### config.mk
export PLATFORM = sky130hd
export DESIGN_NAME = ikr_reset_gen
export DESIGN_NICKNAME = d
export VERILOG_FILES = /design/src/common/ikr_pkg.sv /design/src/rtl/ikr_low_timer.sv /design/src/rtl/ikr_reset_gen.sv
export SDC_FILE = /design/constraint.sdc
export NUM_CORES = 1
export LEC_CHECK = 0
export ABC_AREA = 1
export BUFFER_PORTS_ARGS = -buffer_cell sky130_fd_sc_hd__buf_2
export CAP_MARGIN = 15
export CELL_PAD_IN_SITES_DETAIL_PLACEMENT = 0
export CELL_PAD_IN_SITES_GLOBAL_PLACEMENT = 1
export CORE_MARGIN = 2
export CORE_UTILIZATION = 40
export DETAILED_ROUTE_END_ITERATION = 8
export MAX_ROUTING_LAYER = met4
export PLACE_DENSITY = 0.8
export RECOVER_POWER = 100
export SYNTH_ARGS = -nofsm -noshare
export SYNTH_HDL_FRONTEND = slang
export SYNTH_SLANG_ARGS = --single-unit
### constraint.sdc
create_clock -name i_clk -period 2 [get_ports i_clk]
set_clock_uncertainty 0.15 [all_clocks]
set_input_delay 0.3 -clock i_clk [delete_from_list [all_inputs] [get_ports i_clk]]
set_output_delay 0.3 -clock i_clk [all_outputs]
set_load 0.03 [all_outputs]
### src/common/ikr_pkg.sv
// constants shared by the initial reset generator
package ikr_pkg;
  localparam int          KEY_W       = 4;
  localparam int          PRS_W       = 4;
  // key combination options
  localparam int          OPT_NONE    = 1;
  localparam int          OPT_ALL4    = 2;
  localparam int          OPT_K3      = 3;
  localparam int          OPT_K2      = 4;
  localparam logic [3:0]  MASK_NONE   = 4'h0;
  localparam logic [3:0]  MASK_ALL4   = 4'hF;
  localparam logic [3:0]  MASK_K3     = 4'h7;
  localparam logic [3:0]  MASK_K2     = 4'h3;
  // oscillator periods per prescaler step
  localparam int          NR_BASE     = 256;
  localparam int          AUTH_BASE   = 524288;
  localparam int          REL_DIV_W   = 20;      // divide by 1048576
  // timing of the outside party, for reference
  localparam int          CLK_NS      = 10;
  localparam int          PIN_MIN_NS  = 100000;
  localparam int          PIN_MIN_CYC = (PIN_MIN_NS + CLK_NS - 1) / CLK_NS;
  typedef enum logic {ST_RUN, ST_RESET} ikr_state_t;
endpackage : ikr_pkg

### src/rtl/ikr_low_timer.sv
// counts consecutive active cycles and flags a reached limit
`timescale 1ns/10ps
`default_nettype none
module ikr_low_timer #(
  parameter int CNT_W = 12
) (
  input  wire logic             i_clk,
  input  wire logic             i_rst,
  input  wire logic             i_active,
  input  wire logic [CNT_W-1:0] i_limit,
  output logic                  o_done
);
  import ikr_pkg::*;

  logic [CNT_W-1:0] cnt;
  logic [CNT_W-1:0] next_cnt;
  logic             next_done;

  // saturating count while active, cleared when the input ends
  always_comb begin
    next_cnt  = '0;
    next_done = 1'b0;
    if (i_active) begin
      next_cnt  = (cnt == i_limit) ? cnt : cnt + 1'b1;
      next_done = (cnt == i_limit);
    end
  end

  // register state
  always_ff @(posedge i_clk or posedge i_rst) begin
    if (i_rst) begin
      cnt    <= '0;
      o_done <= 1'b0;
    end else begin
      cnt    <= next_cnt;
      o_done <= next_done;
    end
  end
endmodule : ikr_low_timer
`default_nettype wire

### src/rtl/ikr_reset_gen.sv
// initial reset generator: reset pin and simultaneous-low key reset
// Functional notes
// - A low reset pin asserts the internal initial reset.
// - A latch holds reset; it releases only on rising edge of fosc/1048576.
// - After pin goes high, reset stays until latch release; CPU then runs.
// - Internal reset combines pin source and key simultaneous-low source.
// - All selected keys low together set the same reset latch.
// - Option 1 disables; option 2 needs four keys; option 3 first three.
// - Noise rejector drops key lows shorter than 256 times n periods.
// - n equals the prescaler setting plus one.
// - Rejector idle while oscillator stopped; keys held low past it.
// - Option 4 needs first two keys; wider key entries also reset.
// - With authorize fitted, key low must last 524288 times n periods.
// - In sleep, rejector and authorize are bypassed.
`timescale 1ns/10ps
`default_nettype none
module ikr_reset_gen #(
  parameter int KEY_OPT   = ikr_pkg::OPT_ALL4,
  parameter bit TIME_AUTH = 1'b0,
  parameter int AUTH_MUL  = ikr_pkg::AUTH_BASE,
  parameter int REL_W     = ikr_pkg::REL_DIV_W,
  parameter int NR_W      = 12,
  parameter int AU_W      = 23
) (
  input  wire logic                     i_clk,
  input  wire logic                     i_rst,
  input  wire logic                     i_reset_pin_n,
  input  wire logic [ikr_pkg::KEY_W-1:0] i_key_inputs,
  input  wire logic [ikr_pkg::PRS_W-1:0] i_prescaler_setting,
  input  wire logic                     i_sleep,
  output logic                          o_init_reset,
  output logic                          o_key_reset
);
  import ikr_pkg::*;

  localparam logic [REL_W-1:0] REL_EDGE = {1'b0, {(REL_W-1){1'b1}}};

  ikr_state_t       state;
  ikr_state_t       next_state;
  logic [REL_W-1:0] rel_cnt;
  logic [REL_W-1:0] next_rel_cnt;
  logic             rel_tick;
  logic             next_rel_tick;
  logic [1:0]       pin_sync;
  logic [KEY_W-1:0] key_meta;
  logic [KEY_W-1:0] key_sync;
  logic [KEY_W-1:0] key_mask;
  logic             combo_low;
  logic             pin_low;
  logic [PRS_W:0]   n_mul;
  logic [NR_W:0]    nr_full;
  logic [NR_W-1:0]  nr_limit;
  logic [AU_W:0]    au_full;
  logic [AU_W-1:0]  au_limit;
  logic             nr_done;
  logic             au_done;
  logic             key_req;
  logic             set_req;
  logic             next_key_reset;

  // two-stage synchronisers for the pin and each key
  always_ff @(posedge i_clk or posedge i_rst) begin
    if (i_rst) begin
      pin_sync <= 2'h0;
    end else begin
      pin_sync <= {pin_sync[0], i_reset_pin_n};
    end
  end

  genvar gk;
  generate
    for (gk = 0; gk < KEY_W; gk++) begin : g_key_sync
      always_ff @(posedge i_clk or posedge i_rst) begin
        if (i_rst) begin
          key_meta[gk] <= 1'b1;
          key_sync[gk] <= 1'b1;
        end else begin
          key_meta[gk] <= i_key_inputs[gk];
          key_sync[gk] <= key_meta[gk];
        end
      end
    end
  endgenerate

  // key combination decode from the build option
  always_comb begin
    if (KEY_OPT == OPT_ALL4) begin
      key_mask = MASK_ALL4;
    end else if (KEY_OPT == OPT_K3) begin
      key_mask = MASK_K3;
    end else if (KEY_OPT == OPT_K2) begin
      key_mask = MASK_K2;
    end else begin
      key_mask = MASK_NONE;
    end
    // other keys may be low too: only the selected ones matter
    combo_low = (key_mask != MASK_NONE) &&
                ((key_sync & key_mask) == MASK_NONE);
    pin_low   = ~pin_sync[1];
  end

  // reject and authorize limits scale with prescaler setting plus one
  always_comb begin
    n_mul    = {1'b0, i_prescaler_setting} + (PRS_W+1)'(1);
    nr_full  = (NR_W+1)'(NR_BASE) * (NR_W+1)'(n_mul);
    nr_limit = NR_W'(nr_full - (NR_W+1)'(1));
    au_full  = (AU_W+1)'(AUTH_MUL) * (AU_W+1)'(n_mul);
    au_limit = AU_W'(au_full - (AU_W+1)'(1));
  end

  // noise rejector on the simultaneous-low condition
  ikr_low_timer #(
    .CNT_W    (NR_W)
  ) u_noise (
    .i_clk    (i_clk),
    .i_rst    (i_rst),
    .i_active (combo_low),
    .i_limit  (nr_limit),
    .o_done   (nr_done)
  );

  // time authorize counter, only used when fitted
  ikr_low_timer #(
    .CNT_W    (AU_W)
  ) u_auth (
    .i_clk    (i_clk),
    .i_rst    (i_rst),
    .i_active (combo_low && TIME_AUTH),
    .i_limit  (au_limit),
    .o_done   (au_done)
  );

  // key request, latch set and release divider
  always_comb begin
    key_req = nr_done && (!TIME_AUTH || au_done);
    if (i_sleep && combo_low) begin
      key_req = 1'b1;
    end
    set_req        = pin_low || key_req;
    next_rel_cnt   = rel_cnt + 1'b1;
    next_rel_tick  = (rel_cnt == REL_EDGE);
    next_key_reset = key_req || (o_key_reset && state == ST_RESET);
    next_state     = state;
    case (state)
      ST_RUN: begin
        if (set_req) begin
          next_state = ST_RESET;
        end
      end
      ST_RESET: begin
        if (!set_req && rel_tick) begin
          next_state     = ST_RUN;
          next_key_reset = 1'b0;
        end
      end
      default: begin
        next_state = ST_RESET;
      end
    endcase
  end

  // register latch, divider and outputs
  always_ff @(posedge i_clk or posedge i_rst) begin
    if (i_rst) begin
      state        <= ST_RESET;
      rel_cnt      <= '0;
      rel_tick     <= 1'b0;
      o_init_reset <= 1'b1;
      o_key_reset  <= 1'b0;
    end else begin
      state        <= next_state;
      rel_cnt      <= next_rel_cnt;
      rel_tick     <= next_rel_tick;
      o_init_reset <= (next_state == ST_RESET);
      o_key_reset  <= next_key_reset;
    end
  end
endmodule : ikr_reset_gen
`default_nettype wire

Word-level counts from Yosys, hierarchy flattened
Cells that the tools add are included.

operators by class
  $add $sub $neg = 4
  eq/ne operators = 3
  mux-type cells = 9
  bitwise gates (word level) = 2
  reduce and logical (&&, ||, !) cells = 7

operator list
  cell                                                   number
  2-to-1 mux 12 bit                                      2
  adder 20 x 1 -> 20 bit, second input constant          1
  equality test 20 x 19 -> 1 bit, second input constant  1
  adder 12 x 1 -> 12 bit, second input constant          1
  equality test 12 bit                                   1
  subtractor 12 x 1 -> 12 bit, second input constant     1
  2-to-1 mux 1 bit                                       6
  adder 4 x 1 -> 4 bit, second input constant            1
  logical NOT 4 bit                                      1
  logical AND 1 bit                                      3
  logical OR 1 bit                                       2
  inequality test 2 bit, second input constant           1
  NOT 1 bit                                              2
  case mux 1 bit (2 select lines)                        1
  logical NOT 1 bit                                      1

storage, ports and cells
  flip-flop bits (word level) = 46
  input bits = 12
  output and inout port bits = 2
  logic and storage cells = 40

Longest topological paths before layout
Gate-level depths: netlist of run 1.

  depth in word-level cells = 8
  gate-level depth with buffers = 10
  gate-level depth less buffers = 10

By module
From an unflattened synthesis of run 1, not the netlist that was laid out.

unflattened totals
  cell total of the unflattened synthesis = 401
  area total of the unflattened synthesis = 2,865.2 µm²

modules (own cells, without submodules)
  module         instances  cells each  area an instance (µm²)  sequential area each (µm²)
  ikr_reset_gen  1          156         1,524.0                 837.1
  ikr_low_timer  1          245         1,341.3                 325.3

Least setup slack after synthesis of run 1
OpenSTA, ideal clock, no wires.

  path type = in2reg
  start point = in i_prescaler_setting[0] (netlist bit)
  end point = reg u_noise.cnt[9]
  library setup time = 0.076 ns
  data arrival time = 1.388 ns
  data required time = 1.774 ns
  slack = 0.385 ns
  stages on the path = 9
  path buffers = 1
  cell sequence = ha_1 nor2_1 nand2_1 nor2_1 nand3_1 nand2_1 nand4_1 buf_4 o21ai_1

between the ends
  word-level cells in the longest chain between the ends = 4

RTL lines
  item                                    line                  text
  from (decl)                             ikr_reset_gen.sv:29   input wire logic [ikr_pkg::PRS_W-1:0] i_prescaler_setting,
  adder 4 x 1 -> 4 bit                    ikr_reset_gen.sv:104  n_mul = {1'b0, i_prescaler_setting} + (PRS_W+1)'(1);
  subtractor 12 x 1 -> 12 bit             ikr_reset_gen.sv:106  nr_limit = NR_W'(nr_full - (NR_W+1)'(1));
  equality test 12 bit                    ikr_low_timer.sv:24   next_cnt = (cnt == i_limit) ? cnt : cnt + 1'b1;
  inequality test 2 bit (no source line)  --
  to (signal assigned)                    ikr_low_timer.sv:35   cnt <= next_cnt;
  to (decl)                               ikr_low_timer.sv:15   logic [CNT_W-1:0] cnt;

No other way between the ends.
A chain may end at the register's enable or synchronous reset.

Final worst setup path of run 1
  start point = reg rel_cnt[0]
  end point = reg rel_tick

between the ends
  word-level cells in the longest chain between the ends = 1

RTL lines
  item                            line                  text
  from (decl)                     ikr_reset_gen.sv:40   logic [REL_W-1:0] rel_cnt;
  from (signal assigned)          ikr_reset_gen.sv:172  rel_cnt <= next_rel_cnt;
  equality test 20 x 19 -> 1 bit  ikr_reset_gen.sv:141  next_rel_tick = (rel_cnt == REL_EDGE);
  net next_rel_tick               ikr_reset_gen.sv:43   logic next_rel_tick;
  to (signal assigned)            ikr_reset_gen.sv:173  rel_tick <= next_rel_tick;
  to (decl)                       ikr_reset_gen.sv:42   logic rel_tick;

The timed path passes the listed nets, and every way through them passes these cells.

==> results.toml, run 1 <==
[outcome]
status = "completed"

[min_path]
hp-class = "in2reg"

[logic_synthesis]
yosys_warnings = 0
syn_area_per_cell_sq_um = 8.80
synth_cell_types = 30
async_flop_share_pct = 100
syn_area_sq_um = 2270
syn-instance-count = 258
synth_edf_count = 0
synth_nets = 273
synth_top_family_by_area = "simple AND/OR/NAND/NOR gates"
muxShareOfSynthArea_pct = 0
synth-simple-area-share_pct = 26.8
synth_xor_area_share_pct = 8.48
ys_ff_latch = 46
yosysSeqAreaShare_pct = 51.2
synth_fa_ha_area_share_pct = 1.65
synth-main-ff-cell = "dfrtp_1"
synth_compound_area_share_pct = 4.41

[grt]
grt_pass1_vias = 1662
grt_max_degree = 29
grt_pass1_wl_um = 7450
antenna_found_initial = 0
track_usage_pct = 15.5
grt_remaining_overflow = 0

[cells_and_area]
synthToLayoutAreaGrowth_pct = 14.6
final_nets = 304
final_cells = 362
layout-drive-gt1-share_pct = 14.8
final_common_cell = "nand2_1"
diodes = 0
layout_common_cells = "nand2_1, inv_1, dfrtp_1, nor2_1, nand3_1"

[setup_path]
path_buf_inv = 0
path_cells = "ha_1 -> nand3_1 -> nor2_1 -> nand3_1 -> nor3_2 -> nand3_1 -> nor2_1"
endpoint_kind = "flop"
crit_fanout = 4
crit_family = "simple AND/OR/NAND/NOR gates"
slowest_stage = "dfrtp_1"
critPathMaxStageDelay_ns = 0.40
arrival_ns = 1.87
cpMostUsedCell = "nand3_1"
cp.required_ns = 2.09
critPathKind = "reg2reg"
cp-start-kind = "flop"

[clock_tree]
cts.sinks = 46
post_cts_buffers = 0
clk_pin_slew_ns = 0.09
clk_path_buf_depth = 2
cts.htree.levels = 2
clk_latency_ns = 0.30
cts_root_buf = "clkbuf_8"
cts_buffers = 5
cts_tree = "yes"

[timing]
fin_crit_sh_pct = 89.4
worst_pin_slew_ns = 0.716
tns_ns = 0
slew_headroom_pct = 52.2
setup_viol = 0
max_clock_freq_mhz = 560
period_needed_ns = 1.79
maxSlewViolCount = 0
hold_viol_final = 0
grt_setup_unrepaired = "false"

[power_and_ir_drop]
irDropWorstVdd_mv = 0.427
leakage_nw = 1.22
power_density_nw_per_um2 = 666

[run]
drv_cap = 0

[floorplan]
die_y_um = 79.3
rows = 27
initial_core_util_pct = 41.2
dieWidth_um = 79.3
coreArea_sq_um = 5510
die_area_sq_um = 6300
ios = 14

[routing]
wl_um = 4180
vias_per_cell = 4.72
drtAntennaViolNets = 0
wl_per_cell_um = 11.5
via_count = 1709
drtPass1Iterations = 4
drt_iter0_markers = 83
route.detailed.drc = 0

[placement]
finalWeightedCongestion = 0.776
io_buffers = 13
place_hpwl_um = 3110
dp.cells = 348
==> layout make-up <==
cell class | instances | area, sq um
clock buffers | 5 | 68.8
multi-input cells | 168 | 911
fillers | 527 | 2900
clock inverters | 3 | 43.8
repair buffers | 25 | 165
well taps | 72 | 90.1
flip-flops and latches | 46 | 1160
inverters | 43 | 161
==> power by group <==
part / total (mW) / leakage [nW] / switching [mW] / internal (mW)
Sequential: 0.953 / 0.589 / 0.00438 / 0.949
Clock: 0.698 / 0.0585 / 0.323 / 0.375
Combinational: 0.0832 / 0.574 / 0.0512 / 0.0320
==> registers in the layout (all words and copies together) (netlist names) <==
signal / count
key_meta: 4
key_sync: 4
o_init_reset: 1
o_key_reset: 1
pin_sync: 2
rel_cnt: 20
rel_tick: 1
u_noise.cnt: 12
u_noise.o_done: 1
==> cells by family (layout without fill, tap and decap cells) <==
group	Yosys count	in the layout
xor+xnor	22	22
fa+ha+maj	3	3
buf+inv	44	76
flops	46	46
simple gates	128	128
compound gates	15	15
==> metrics by stage <==
stage / total power [mW] / utilization [%] / setup WS [ns] / instance area (sq um) / hold WS [ns]
5_1_grt: 1.82 / 47.3 / 0.00218 / 2600 / 0.211
3_3_place_gp: 1.05 / 45.0 / 0.109 / 2480 / 0.170
4_1_cts: 1.76 / 48.1 / 0.197 / 2650 / 0.194
6_report: 1.73 / 47.3 / 0.213 / 2600 / 0.200
3_5_place_dp: 1.05 / 45.0 / 0.0389 / 2480 / 0.182
2_1_floorplan: 1.02 / - / 0.385 / 2270 / 0.154
==> worst register-to-register path, cell delays in order, from the launching register on <==
cell     delay, ns
dfrtp_1       0.40
ha_1          0.25
nand3_1       0.16
nor2_1        0.21
nand3_1       0.17
nor3_2        0.20
nand3_1       0.11
nor2_1        0.09
==> timing repair <==
| action | in CTS | in global routing |
|---|---|---|
| resized for setup | 0 | 0 |
| endpoints found under the hold margin | 15 | 0 |
| hold buffers | 6 | 0 |
| endpoints found under the setup margin | 0 | 2 |
==> Yosys cell counts, types with 5 or more instances <==
library cell	number	share of area [%]
inv_1	41	6.8
nand2_1	46	7.6
o21ai_0	5	1.1
xor2_1	20	7.7
nand3_1	22	4.8
nor2_1	27	4.5
nor3_1	10	2.2
dfrtp_1	37	41
dfstp_2	9	10
nand4_1	9	2.5
==> layer usage <==
layer  GRT usage (%)  part of all wire, %  vias to the layer above
li1                -                    -                      881
met1            20.9                   50                      798
met2            24.1                   46                       24
met3            3.18                  3.1                        6
met4            4.14                  1.1                        0
met5               -                    0                        -
==> path summary, 6_finish.rpt <==
path	start	to	slack, ns	depth (start not counted)
worst min register to register	key_meta[0]	key_sync[0]	0.21	0
worst min-delay path	i_sleep	o_init_reset	0.20	4
max in group asynchronous	i_rst	o_init_reset	0.24	4
worst max-delay path	rel_cnt[0]	rel_tick	0.21	7
worst max register to register	rel_cnt[0]	rel_tick	0.21	7
min in group asynchronous	i_rst	u_noise.cnt[1]	0.52	3
Power figures use the tool's default switching activity.
==> inputs of run 2 (changes only) <==
--- a/config.mk
+++ b/config.mk
@@ -14,8 +14,10 @@
 export CORE_UTILIZATION = 40
 export DETAILED_ROUTE_END_ITERATION = 8
 export MAX_ROUTING_LAYER = met4
-export PLACE_DENSITY = 0.8
+export PLACE_DENSITY = 0.82
 export RECOVER_POWER = 100
+export SKIP_LAST_GASP = 1
 export SYNTH_ARGS = -nofsm -noshare
 export SYNTH_HDL_FRONTEND = slang
+export SYNTH_HIERARCHICAL = 1
 export SYNTH_SLANG_ARGS = --single-unit
==> results.toml, run 2 <==
[logic_synthesis]
netlist.area_leader.share_pct = 32.3
synth-main-ff-cell = "dfrtp_1"
yosysSeqAreaShare_pct = 40.6
yosys_warnings = 6
ys_ff_latch = 46
syn_area_per_cell_sq_um = 7.15
synth_edf_count = 0
synthTopCellsByCount = "nand2_1, inv_1, dfrtp_1"
async_flop_share_pct = 100
syn_area_sq_um = 2870
syn-instance-count = 401
yosysTopAreaCell = "dfrtp_1"
yosysMostFrequentCell = "nand2_1"
synthTopCellsByArea = "dfrtp_1, nand2_1, dfstp_2, inv_1, nand3_1"
synth_cell_types = 30

[clock_tree]
cts_root_buf = "clkbuf_8"
cts.htree.levels = 2
cts_tree = "yes"
clk_latency_ns = 0.30
clk_path_buf_depth = 2
cts_buffers = 5
clk_pin_slew_ns = 0.09
cts.sinks = 46
post_cts_buffers = 0

[timing]
slew_headroom_pct = 48.6
worst_pin_slew_ns = 0.771
max_clock_freq_mhz = 546
timing.hold.ws_ns = 0.191
period_needed_ns = 1.83
setup_viol = 0
grt_setup_unrepaired = "true"
maxSlewViolCount = 0
fin_crit_sh_pct = 91.6
hold_viol_final = 0

[routing]
wl_per_cell_um = 10.5
wl_met1_um = 2850
dr_wl_met3_um = 130
route.detailed.drc = 0
via_count = 2413
wl_met2_um = 2680
highest_layer = "met4"
drtPass1Iterations = 4
drt_iter0_markers = 123
wl_um = 5740
drtAntennaViolNets = 0
vias_per_cell = 4.41

[grt]
track_usage_pct = 16.9
grt_max_degree = 34
grt_remaining_overflow = 0
antenna_found_initial = 0
grt_pass1_wl_um = 10000
grt_pass1_vias = 2188

[cells_and_area]
final_nets = 465
final_cells = 547
largest_reg_flops = 20
reg.largest.list = "rel_cnt x20, u_noise/cnt x12"
layout_common_cells = "nand2_1, inv_1, nor2_1, dfrtp_1, nand3_1"
postLayoutCoreUtil_pct = 47.5
top_register = "rel_cnt"
final_common_cell = "nand2_1"
diodes = 0
layout-drive-gt1-share_pct = 14.2
synthToLayoutAreaGrowth_pct = 13.8

[floorplan]
rows = 30
ios = 14
dieWidth_um = 88.6
initial_core_util_pct = 41.7
die_area_sq_um = 7860
die_y_um = 88.6
coreArea_sq_um = 6870

[power_and_ir_drop]
irDropWorstVdd_mv = 0.335
leakage_nw = 1.86
power_density_nw_per_um2 = 525

[setup_path]
critPathKind = "in2reg"
arrival_ns = 1.88
reg2regPathDepth = 7
endpoint_kind = "flop"
cp.required_ns = 2.05
cp-start-kind = "input pin"
crit_fanout = 4

[placement]
place_hpwl_um = 4410
dp.cells = 533
io_buffers = 13
finalWeightedCongestion = 0.814

[min_path]
hp-class = "in2reg"
hold_depth = 4

[run]
drv_cap = 0

[outcome]
status = "completed"
==> run 2: cell types whose count changed after synthesis, moves of 4 or more <==
cell	change
inv_1	+18
inv_2	+4
nand2_1	+104
nand2_2	+6
nand3_1	+10
nand3b_1	+4
nor2_1	+9
nor2_2	+4
nor2_4	+4
nor3_1	-10
xor2_1	-9
==> run 2: path summary, 6_finish.rpt <==
kind                                   endpoint                   start  slack [ns]
worst max-delay path            u_noise/cnt[11]  i_prescaler_setting[0]        0.17
worst min-delay path                      state                 i_sleep        0.19
worst max register to register         rel_tick              rel_cnt[1]        0.18
worst min register to register      pin_sync[1]             pin_sync[0]        0.21
max in group asynchronous           rel_cnt[16]                   i_rst        0.58
min in group asynchronous        u_noise/o_done                   i_rst        0.44
==> run 2: layout make-up <==
| type | instances | area (sq um) |
|---|---|---|
| fill | 716 | 3610 |
| inverter | 64 | 240 |
| clock buffer | 5 | 68.8 |
| tap | 96 | 120 |
| sequential | 46 | 1160 |
| timing repair buffer | 27 | 176 |
| clock inverter | 3 | 28.8 |
| multi-input combinational | 306 | 1460 |
==> run 2: through the flow <==
step | setup TNS, ns | worst slack, ns | area, sq um | total power [mW]
2_1_floorplan | 0 | 0.128 | 2940 | 1.07
3_3_place_gp | -1.65 | -0.245 | 3160 | 1.11
3_5_place_dp | -1.94 | -0.266 | 3160 | 1.11
4_1_cts | 0 | 0.0569 | 3310 | 1.74
5_1_grt | -0.0373 | -0.0189 | 3260 | 1.80
6_report | 0 | 0.167 | 3260 | 1.71
==> run 2: worst max-delay path, cell delays in order <==
cell and delay [ns]:
buf_2 0.11, ha_1 0.32, nor2_2 0.11, nand3_1 0.09, inv_1 0.06, nand2_1 0.05
nand2_1 0.06, inv_1 0.04, nand2_1 0.09, nand2_1 0.07, nor2_1 0.10, nand2_1 0.09
nor2_4 0.15, nand2_2 0.10, nand3_1 0.08, nand2_1 0.06
==> run 2: repair_timing <==
action	in CTS	in global routing
hold buffers	6	0
gates resized for setup	0	5
setup endpoints to repair	0	6
endpoints found under the hold margin	42	0
==> run 2: report_power, final <==
| part | switching, mW | internal, mW |
|---|---|---|
| Sequential | 0.00551 | 0.946 |
| Clock | 0.351 | 0.262 |
| Combinational | 0.0931 | 0.0532 |
| Total | 0.450 | 1.26 |
==> run 2: logic make-up after synthesis <==
group                      synth area share, %
AOI/OAI and AO/OA                         1.62
xor gates and xnor gates                  4.85
adders and majority gates                 1.31
buffers and inverters                     9.52
DFF                                       40.6
other                                    0.131
and+or+nand+nor                           42.0
==> run 2: routing by layer <==
metal / track usage [%] / vias to the layer above
li1: - / 1302
met1: 22.3 / 1069
met2: 27.0 / 36
met3: 2.80 / 6
met4: 4.96 / 0
met5: - / -
==> inputs of run 3 (changes only) <==
--- a/config.mk
+++ b/config.mk
@@ -6,15 +6,15 @@
 export NUM_CORES = 1
 export LEC_CHECK = 0
 export ABC_AREA = 1
-export BUFFER_PORTS_ARGS = -buffer_cell sky130_fd_sc_hd__buf_2
 export CAP_MARGIN = 15
 export CELL_PAD_IN_SITES_DETAIL_PLACEMENT = 0
 export CELL_PAD_IN_SITES_GLOBAL_PLACEMENT = 1
 export CORE_MARGIN = 2
-export CORE_UTILIZATION = 40
+export CORE_UTILIZATION = 46
 export DETAILED_ROUTE_END_ITERATION = 8
+export DONT_BUFFER_PORTS = 1
 export MAX_ROUTING_LAYER = met4
-export PLACE_DENSITY = 0.82
+export PLACE_DENSITY = 0.89
 export RECOVER_POWER = 100
 export SKIP_LAST_GASP = 1
 export SYNTH_ARGS = -nofsm -noshare
==> results.toml, run 3 (synthesized netlist as in run 2, its figures left out) <==
[clock_tree]
clk_path_buf_depth = 2
cts_tree = "yes"
cts_resized = 0
cts.htree.levels = 2
cts_buffers = 5
clk_latency_ns = 0.30
cts_root_buf = "clkbuf_8"
clk_pin_slew_ns = 0.09
cts.sinks = 46

[setup_path]
crit_fanout = 13
endpoint_kind = "flop"
reg2regPathDepth = 9
cp-start-kind = "flop"
cp.required_ns = 2.05
arrival_ns = 1.86
critPathKind = "reg2reg"

[cells_and_area]
largest_reg_flops = 20
reg.largest.list = "rel_cnt x20, u_noise/cnt x12"
postLayoutCoreUtil_pct = 53.3
layout_common_cells = "nand2_1, inv_1, nor2_1, dfrtp_1, nand3_1"
top_register = "rel_cnt"
final_cells = 513
final_nets = 452
layout-drive-gt1-share_pct = 11.0
diodes = 0
synthToLayoutAreaGrowth_pct = 10.7
final_common_cell = "nand2_1"
fillers = 596

[floorplan]
coreArea_sq_um = 5960
ios = 14
die_area_sq_um = 6880
die_y_um = 82.9
rows = 28
dieWidth_um = 82.9
initial_core_util_pct = 48.1

[timing]
period_needed_ns = 1.81
slew_headroom_pct = 48.4
hold_viol_final = 0
maxSlewViolCount = 0
max_clock_freq_mhz = 552
setup_viol = 0
tns_ns = 0
worst_pin_slew_ns = 0.774
fin_crit_sh_pct = 90.6
grt_setup_unrepaired = "false"
setup_slack_ns = 0.187

[routing]
route.detailed.drc = 0
vias_per_cell = 4.68
via_count = 2402
drtPass1Iterations = 4
drt_iter0_markers = 108
wl_per_cell_um = 11.2
drtAntennaViolNets = 0
wl_um = 5730

[power_and_ir_drop]
irDropWorstVdd_mv = 0.436
leakage_nw = 1.84
power_density_nw_per_um2 = 533

[grt]
grt_remaining_overflow = 0
grt_max_degree = 34
grt_pass1_vias = 2302
track_usage_pct = 17.9
antenna_found_initial = 0
grt_pass1_wl_um = 9960

[placement]
dp.cells = 499
io_buffers = 0
finalWeightedCongestion = 0.887
dp_slack_ns = -0.0270
place_hpwl_um = 4480

[min_path]
hold_depth = 3
hp-class = "in2reg"

[run]
drv_cap = 0

[outcome]
status = "completed"
## run 3: through the flow
step	power (mW)	hold WS [ns]	instance area, sq um
3_3_place_gp	1.09	0.117	3060
5_1_grt	1.78	0.102	3170
4_1_cts	1.72	0.0912	3220
3_5_place_dp	1.10	0.116	3060
2_1_floorplan	1.07	0.0270	2940
6_report	1.69	0.0999	3170
## run 3: timing repair
| item | 4_1_cts | 5_1_grt |
|---|---|---|
| hold endpoints to repair | 42 | 0 |
| endpoints found under the setup margin | 0 | 0 |
| setup buffers | 0 | 0 |
| hold buffers | 6 | 0 |
## run 3: final timing paths
path / slack [ns] / startpoint / endpoint
min in group asynchronous: 0.35 / i_rst / u_noise/o_done
worst min-delay path: 0.1 / i_sleep / o_key_reset
worst max-delay path: 0.19 / key_sync[1] / u_noise/cnt[11]
worst min register to register: 0.21 / key_meta[1] / key_sync[1]
worst max register to register: 0.19 / key_sync[1] / u_noise/cnt[11]
max in group asynchronous: 0.67 / i_rst / rel_cnt[5]
## run 3: cell type report
type | count | area, sq um | area share [%]
multi-input cells | 306 | 1470 | 46.2
flip-flops and latches | 46 | 1160 | 36.6
inverters | 64 | 240 | 7.57
repair buffers | 14 | 114 | 3.59
well taps | 75 | 93.8 | 2.96
clock buffers | 5 | 68.8 | 2.17
clock inverters | 3 | 28.8 | 0.907
## run 3: layer usage
metal	vias to the layer above	share of wire, %	GRT usage, %
met5	-	0	-
met4	0	1.0	5.37
met3	4	3.1	2.98
met2	39	51	30.1
met1	1090	45	22.3
li1	1269	-	-
## run 3: report_power, final
part / total [mW] / internal, mW / switching [mW]
logic: 0.134 / 0.0473 / 0.0870
registers: 0.951 / 0.946 / 0.00491
clock network: 0.604 / 0.262 / 0.343
## run 3: worst max-delay path, stage by stage (launching register included)
cell and delay, ns:
dfstp_2 0.38, nor4_2 0.25, buf_4 0.23, nand2_1 0.09, nor2_1 0.10, nand2_1 0.05, nor2_1 0.16, nand2_1 0.15
nand3_1 0.11, nand2_1 0.05
